==> src/inc/synth_cfg_pkg.sv <==
// Constants shared by the synthesizer mode and fast-calibration block.
// Assumes a 50 MHz system clock.
package synth_cfg_pkg;
  // Clock period in picoseconds.
  localparam int unsigned CLK_PERIOD_PS = 20000;
  // Fast calibration time in nanoseconds.
  localparam int unsigned FASTCAL_TIME_NS = 2500;
  // Longest time rounds down to whole cycles.
  localparam int unsigned FASTCAL_CYCLES = (FASTCAL_TIME_NS * 1000) / CLK_PERIOD_PS;
  // Width of the calibration timeout count.
  localparam int unsigned TIMEOUT_W = 16;
  // Reset values.
  localparam logic [2:0] RST_BAND = 3'h0;
  localparam logic [7:0] RST_BIAS = 8'h00;
  localparam logic [7:0] RST_CAP = 8'h00;
  // Calibration clock divider width.
  localparam int unsigned CAL_DIV_W = 3;
  // Feedback mode codes.
  localparam logic [1:0] FB_INTERNAL = 2'h0;
  localparam logic [1:0] FB_PHASE_PIN = 2'h1;
  localparam logic [1:0] FB_RF_INPUT = 2'h2;
  // Smallest divide ratio on each external feedback path.
  localparam logic [11:0] MIN_DIV_PHASE = 12'h001;
  localparam logic [11:0] MIN_DIV_RF = 12'h004;
  // Calibration controller states.
  typedef enum logic [1:0] {
    ST_IDLE,
    ST_FULL,
    ST_FAST
  } cal_state_type;
endpackage

==> src/logic/fastcal_timer.sv <==
// Timeout counter for the calibration sequence.
// Assumes start is a one-cycle pulse on the system clock.
`timescale 1ns/1ps
module fastcal_timer
  import synth_cfg_pkg::*;
#(
  parameter int unsigned W = TIMEOUT_W
) (
  input wire logic i_clk_sys,
  input wire logic i_sys_rst,
  input wire logic i_start,
  input wire logic [W-1:0] i_load,
  output logic o_busy,
  output logic o_done
);
  typedef struct packed {
    logic [W-1:0] count;
    logic busy;
    logic done;
  } timer_state_type;
  timer_state_type st;
  timer_state_type next_st;

  // Loads the count on start and pulses done in the cycle after it reaches one or less.
  always_comb begin
    next_st = st;
    next_st.done = 1'b0;
    if (i_start) begin
      next_st.count = i_load;
      next_st.busy = 1'b1;
    end else if (st.busy) begin
      if (st.count <= {{(W-1){1'b0}}, 1'b1}) begin
        next_st.busy = 1'b0;
        next_st.done = 1'b1;
      end else begin
        next_st.count = st.count - {{(W-1){1'b0}}, 1'b1};
      end
    end
  end

  // Registers the state.
  always_ff @(posedge i_clk_sys) begin
    if (i_sys_rst) begin
      st <= '0;
    end else begin
      st <= next_st;
    end
  end

  assign o_busy = st.busy;
  assign o_done = st.done;
endmodule // fastcal_timer

==> src/logic/synth_mode_fastcal.sv <==
// Mode decode and instant VCO calibration control of the synthesizer.
// Assumes the host presents register fields as plain ports on i_clk_sys.
`timescale 1ns/1ps
module synth_mode_fastcal
  import synth_cfg_pkg::*;
(
  input wire logic i_clk_sys,
  input wire logic i_sys_rst,
  input wire logic i_ext_vco_mode,
  input wire logic [1:0] i_feedback_mode,
  input wire logic [1:0] i_single_pfd_select,
  input wire logic [11:0] i_ext_pfd_divider,
  input wire logic i_fractional_en,
  input wire logic i_fastcal_enable,
  input wire logic i_fastcal_doubler_flag,
  input wire logic [TIMEOUT_W-1:0] i_fastcal_timeout_count,
  input wire logic i_config_word_zero_wr,
  input wire logic i_vco_cal_trigger,
  input wire logic i_doubler_cal_enable,
  input wire logic [2:0] i_found_band,
  input wire logic [7:0] i_found_bias,
  input wire logic [7:0] i_found_cap,
  output logic o_rf_buffers_enable,
  output logic o_sysref_enable,
  output logic o_single_pfd_active,
  output logic o_divider_ok,
  output logic o_cal_busy,
  output logic o_cal_done,
  output logic o_fastcal_valid,
  output logic [2:0] o_vco_band,
  output logic [7:0] o_vco_bias,
  output logic [7:0] o_vco_cap,
  output logic o_doubler_stored
);
  typedef struct packed {
    cal_state_type state;
    logic en_d;
    logic valid;
    logic [2:0] band;
    logic [7:0] bias;
    logic [7:0] cap;
    logic dbl;
    logic [7:0] fast_cnt;
    logic busy;
    logic done;
    logic rf_buf;
    logic sysref;
    logic single_pfd;
    logic div_ok;
  } cal_regs_type;
  cal_regs_type r;
  cal_regs_type next_r;

  logic timer_start;
  logic timer_busy;
  logic timer_done;

  // Returns whether the divider ratio is legal for the selected feedback path.
  function automatic logic div_legal(input logic [1:0] mode, input logic [11:0] div);
    if (mode == FB_PHASE_PIN) begin
      div_legal = (div >= MIN_DIV_PHASE);
    end else if (mode == FB_RF_INPUT) begin
      div_legal = (div >= MIN_DIV_RF);
    end else begin
      div_legal = 1'b1;
    end
  endfunction

  // A full calibration is timed by the host-programmed timeout count.
  assign timer_start = i_config_word_zero_wr && i_vco_cal_trigger && !r.valid
                       && i_fastcal_enable && r.en_d && r.state == ST_IDLE;

  fastcal_timer #(
    .W(TIMEOUT_W)
  ) u_timer (
    .i_clk_sys(i_clk_sys),
    .i_sys_rst(i_sys_rst),
    .i_start(timer_start),
    .i_load(i_fastcal_timeout_count),
    .o_busy(timer_busy),
    .o_done(timer_done)
  );

  // Mode decode and calibration sequencing.
  always_comb begin
    next_r = r;
    next_r.en_d = i_fastcal_enable;
    next_r.done = 1'b0;
    next_r.rf_buf = !i_ext_vco_mode;
    next_r.sysref = 1'b1;
    // Phase pin feedback only runs with single detector selected; RF input needs none.
    next_r.single_pfd = (i_feedback_mode == FB_PHASE_PIN) && (i_single_pfd_select == 2'h3);
    next_r.div_ok = div_legal(i_feedback_mode, i_ext_pfd_divider)
                    && !(i_feedback_mode == FB_PHASE_PIN && i_fractional_en);
    case (r.state)
      ST_IDLE: begin
        if (i_config_word_zero_wr && !(i_fastcal_enable && !r.en_d)) begin
          if (timer_start) begin
            next_r.state = ST_FULL;
            next_r.busy = 1'b1;
          end else if (r.valid && i_fastcal_enable && !i_doubler_cal_enable
                       && !i_vco_cal_trigger) begin
            next_r.state = ST_FAST;
            next_r.busy = 1'b1;
            next_r.fast_cnt = 8'(FASTCAL_CYCLES - 1);
          end
        end
      end
      ST_FULL: begin
        if (timer_done) begin
          // Capture the found settings; band, bias and cap kept until system reset or re-arm, dbl until system reset or the next capture.
          next_r.valid = 1'b1;
          next_r.band = i_found_band;
          next_r.bias = i_found_bias;
          next_r.cap = i_found_cap;
          next_r.dbl = i_fastcal_doubler_flag;
          next_r.busy = 1'b0;
          next_r.done = 1'b1;
          next_r.state = ST_IDLE;
        end
      end
      ST_FAST: begin
        if (r.fast_cnt == 8'h00) begin
          next_r.busy = 1'b0;
          next_r.done = 1'b1;
          next_r.state = ST_IDLE;
        end else begin
          next_r.fast_cnt = r.fast_cnt - 8'h01;
        end
      end
      default: begin
        next_r.state = ST_IDLE;
      end
    endcase
    // A rising enable discards the stored valid, band, bias and cap but not dbl; it comes last so it beats a capture.
    if (i_fastcal_enable && !r.en_d) begin
      next_r.valid = 1'b0;
      next_r.band = RST_BAND;
      next_r.bias = RST_BIAS;
      next_r.cap = RST_CAP;
    end
  end

  // Registers the whole state.
  always_ff @(posedge i_clk_sys) begin
    if (i_sys_rst) begin
      r <= '0;
    end else begin
      r <= next_r;
    end
  end

  assign o_rf_buffers_enable = r.rf_buf;
  assign o_sysref_enable = r.sysref;
  assign o_single_pfd_active = r.single_pfd;
  assign o_divider_ok = r.div_ok;
  assign o_cal_busy = r.busy;
  assign o_cal_done = r.done;
  assign o_fastcal_valid = r.valid;
  assign o_vco_band = r.band;
  assign o_vco_bias = r.bias;
  assign o_vco_cap = r.cap;
  assign o_doubler_stored = r.dbl;

  // Buffers follow the VCO mode one cycle later.
  AST_BUF_OFF: assert property (@(posedge i_clk_sys) disable iff (i_sys_rst)
    i_ext_vco_mode |=> !o_rf_buffers_enable) else $error("Buffers on in ext VCO mode.");
  AST_SYSREF_ON: assert property (@(posedge i_clk_sys) disable iff (i_sys_rst)
    $past(!i_sys_rst) |-> o_sysref_enable) else $error("Sysref dropped.");
  AST_DIV_ONE: assert property (@(posedge i_clk_sys) disable iff (i_sys_rst)
    (i_feedback_mode == FB_PHASE_PIN && i_ext_pfd_divider == 12'h001 && !i_fractional_en)
    |=> o_divider_ok) else $error("Divide by one refused.");
  AST_RF_FRAC: assert property (@(posedge i_clk_sys) disable iff (i_sys_rst)
    (i_feedback_mode == FB_RF_INPUT && i_ext_pfd_divider >= MIN_DIV_RF)
    |=> o_divider_ok) else $error("RF feedback refused.");
  AST_FAST_TIME: assert property (@(posedge i_clk_sys) disable iff (i_sys_rst)
    (r.state == ST_IDLE && next_r.state == ST_FAST) |-> ##[125:126] o_cal_done)
    else $error("Fast calibration late.");
  AST_CLEAR: assert property (@(posedge i_clk_sys) disable iff (i_sys_rst)
    $rose(i_fastcal_enable) |=> !o_fastcal_valid) else $error("Settings not cleared.");
  AST_KEEP: assert property (@(posedge i_clk_sys) disable iff (i_sys_rst)
    (o_fastcal_valid && i_fastcal_enable && $past(i_fastcal_enable))
    |=> $stable(o_vco_band)) else $error("Stored band lost.");
  AST_FULL_SET: assert property (@(posedge i_clk_sys) disable iff (i_sys_rst)
    timer_start |=> o_cal_busy && !o_fastcal_valid)
    else $error("Full calibration not started.");
  AST_TIMER_IDLE: assert property (@(posedge i_clk_sys) disable iff (i_sys_rst)
    (r.state != ST_FULL) |-> !timer_busy) else $error("Timer runs outside full calibration.");

  COV_FULL: cover property (@(posedge i_clk_sys) r.state == ST_FULL && timer_done);
  COV_FAST: cover property (@(posedge i_clk_sys) r.state == ST_FAST && r.fast_cnt == 8'h00);
  COV_REARM: cover property (@(posedge i_clk_sys) $rose(i_fastcal_enable) && o_fastcal_valid);
endmodule // synth_mode_fastcal

==> config.mk <==
export PLATFORM = sky130hd
export DESIGN_NAME = synth_mode_fastcal
export DESIGN_NICKNAME = d
export VERILOG_FILES = /design/src/inc/synth_cfg_pkg.sv /design/src/logic/fastcal_timer.sv /design/src/logic/synth_mode_fastcal.sv
export SDC_FILE = /design/constraint.sdc
export NUM_CORES = 1
export LEC_CHECK = 0
export BUFFER_PORTS_ARGS = -buffer_cell sky130_fd_sc_hd__buf_2
export CORE_UTILIZATION = 32
export DETAILED_ROUTE_END_ITERATION = 8
export GPL_ROUTABILITY_DRIVEN = 0
export PLACE_DENSITY_LB_ADDON = 0.15
export REMOVE_ABC_BUFFERS = 1
export SLEW_MARGIN = 30
export SYNTH_ARGS = -nofsm -noshare
export SYNTH_HDL_FRONTEND = slang
export SYNTH_SLANG_ARGS = --single-unit
==> constraint.sdc <==
create_clock -name i_clk_sys -period 2.3 [get_ports i_clk_sys]
set_clock_uncertainty 0.15 [all_clocks]
set_input_delay 0.46 -clock i_clk_sys [delete_from_list [all_inputs] [get_ports i_clk_sys]]
set_output_delay 0.46 -clock i_clk_sys [all_outputs]
set_load 0.05 [all_outputs]
==> qor.yml <==
outcome:
  status: "finished, final reports clean"
yosys:
  yosys.area.top_type_share_pct: 41.0
  synth_cell_type_count: 50
  ys_warn_count: 0
  synth_most_common_cell: "nand2_1"
  synthFlopType: "dfxtp_1"
  ys_seq_elements: 56
  synth_commonest_cells: "nand2_1, dfxtp_1, a21oi_1"
  yosys.area.top_type: "dfxtp_1"
  syn-instance-count: 320
  async_flop_share_pct: 0
  ys_seq_area_share_pct: 41.0
  synth_edf_count: 0
  synth_area_leaders: "dfxtp_1, nand2_1, a21oi_1"
  avgSynthCellArea_um2: 8.54
  netlist_area_um2: 2730
routing:
  wl_met3_um: 292
  num_vias: 2432
  detail-route-antenna-nets: 0
  top_layer: "met4"
  drcViolationCount: 0
  wl_per_cell_um: 12.6
  drt-met1-wl_mm: 2.99
  avgViaCountPerCell: 4.82
  drtPass1Iterations: 4
  route.met2.wl_mm: 3.01
  wirelength_mm: 6.35
  drt_iter0_drc: 86
sta:
  hold_viol: 0
  drv_slew: 0
  setup_viol: 0
  layout_min_cycle_time_ns: 2.15
  fin_tns_setup_ns: 0
  fmax_ghz: 0.466
  fin_crit_sh_pct: 93.4
  worst_pin_slew_ns: 0.458
  setup_ws_ns: 0.153
  relSlewSlack_pct: 69.4
  rsz0062_at_grt: "false"
place:
  place_area_um2: 3220
  hpwl_mm: 4.72
  place_inst: 496
  io_buffers: 86
  place_ws_ns: 0.0578
clock_tree:
  hold_buffers: 0
  clk_pin_slew_worst_paths_ns: 0.11
  cts_tree: "done"
  clockBufferDepth: 2
  cts_buffers: 5
  cts_sinks: 56
  cts_root_buf: "clkbuf_8"
  clock_latency_ns: 0.31
  htree_levels: 2
floorplan:
  start_util_pct: 33.1
  die_height_um: 94.4
  dieArea_um2: 8910
  rows: 33
  dieWidth_um: 94.4
  coreArea_um2: 8260
  io_pins: 87
power:
  ir_worst_vdd_mv: 0.211
  power.density_nw_per_um2: 533
  p_leak_nw: 1.45
layout:
  fin_area_um2: 3340
  drive_above_1_share_pct: 30.8
  nets: 466
  final_cells: 505
  diodes: 0
  area_growth_pct: 22.2
hold_path:
  hold_path.class: "input pin to flop"
global_routing:
  grt.total_usage_pct: 14.6
  antenna_found_initial: 0
  grt_pass1_wl_mm: 10.3
  grt_pass1_vias: 2280
  overflow: 0
  grt_max_degree: 22
setup_path:
  worstPathRequired_ns: 2.35
  start_kind: "flop"
  worst_setup_path_end_kind: "flop"
  crit_type: "flop to flop"
  cp_max_fo: 7
  arrival_ns: 2.20
flow_run:
  drv_cap: 0
[flip-flops by register name (all words and copies together), names as in the netlist]
signal,cells
o_divider_ok,1
o_doubler_stored,1
o_cal_busy,1
o_fastcal_valid,1
o_vco_bias,8
u_timer.o_busy,1
o_vco_band,3
o_sysref_enable,1
u_timer.o_done,1
o_vco_cap,8
r,11
o_rf_buffers_enable,1
u_timer.st,16
o_cal_done,1
o_single_pfd_active,1
[path summary, 6_finish.rpt]
kind                         startpoint                        endpoint  slack, ns  depth (start not counted)
max                   r[6]$_SDFFE_PP0P_              r[10]$_SDFFE_PP0P_       0.15                          7
min                      i_ext_vco_mode  o_rf_buffers_enable$_SDFF_PP0_       0.15                          2
max reg2reg           r[6]$_SDFFE_PP0P_              r[10]$_SDFFE_PP0P_       0.15                          7
min reg2reg  o_vco_bias[4]$_SDFFE_PP0P_      o_vco_bias[4]$_SDFFE_PP0P_       0.31                          2
[power by group]
part | switching (mW) | leakage, nW | internal [mW] | total [mW]
combinational | 0.103 | 0.946 | 0.0885 | 0.191
clock | 0.344 | 0.0522 | 0.253 | 0.597
sequential | 0.0103 | 0.453 | 0.982 | 0.992
[critical path, stage by stage (launching register included)]
cell,delay [ns]
dfxtp_2,0.35
inv_1,0.05
ha_1,0.17
or3b_4,0.41
or4_1,0.43
o211a_1,0.23
a21oi_1,0.19
a211oi_2,0.07
[area by class of cell]
| cell class | count | area, µm² |
|---|---|---|
| fill | 880 | 4920 |
| multi-input combinational | 222 | 1390 |
| sequential | 56 | 1120 |
| timing repair buffer | 102 | 551 |
| tap | 105 | 131 |
| clock buffer | 6 | 82.6 |
| inverter | 12 | 45.0 |
| clock inverter | 2 | 17.5 |
[repair_timing]
item | CTS | global route
setup endpoints to repair | 1 | 8
pin swaps | 0 | 1
setup buffers | 0 | 1
gates cloned | 0 | 0
gates resized for setup | 1 | 3
[cells in the final DEF (no fill, tap or decap), types with 6 or more instances in the layout]
cell type,instances
inv_1,12
ha_1,7
a21oi_1,35
nand2_1,57
xor2_1,10
clkbuf_8,6
nor2_1,20
buf_2,86
nor3_1,7
a22o_1,14
nor4_1,6
buf_4,16
dfxtp_1,55
[kinds of logic after synthesis]
kind of cell | count (synthesis) | share of synthesized area [%]
muxes | 2 | 0.733
AOI/OAI and AO/OA | 74 | 18.1
xor gates and xnor gates | 12 | 3.85
buffers and inverters | 42 | 8.38
adders and majority gates | 7 | 3.21
and+or+nand+nor | 127 | 24.7
DFF | 56 | 41.0
[metrics by stage]
stage | power (mW) | util, % | hold WS [ns]
final | 1.78 | 40.4 | 0.146
after global routing | 1.86 | 40.4 | 0.137
after CTS | 1.80 | 40.2 | 0.136
after detailed placement | 1.20 | 39.0 | 0.293
after global placement | 1.20 | 39.0 | 0.289
after floorplan | 1.11 | - | 0.293
[layer usage]
layer  track usage [%]  vias to the layer above
met5                 0                        -
met4              4.62                        0
met3              2.82                        5
met2              25.6                       62
met1              17.9                     1103
li1                  -                     1262
No activity file was read; power rests on OpenSTA's default activity.
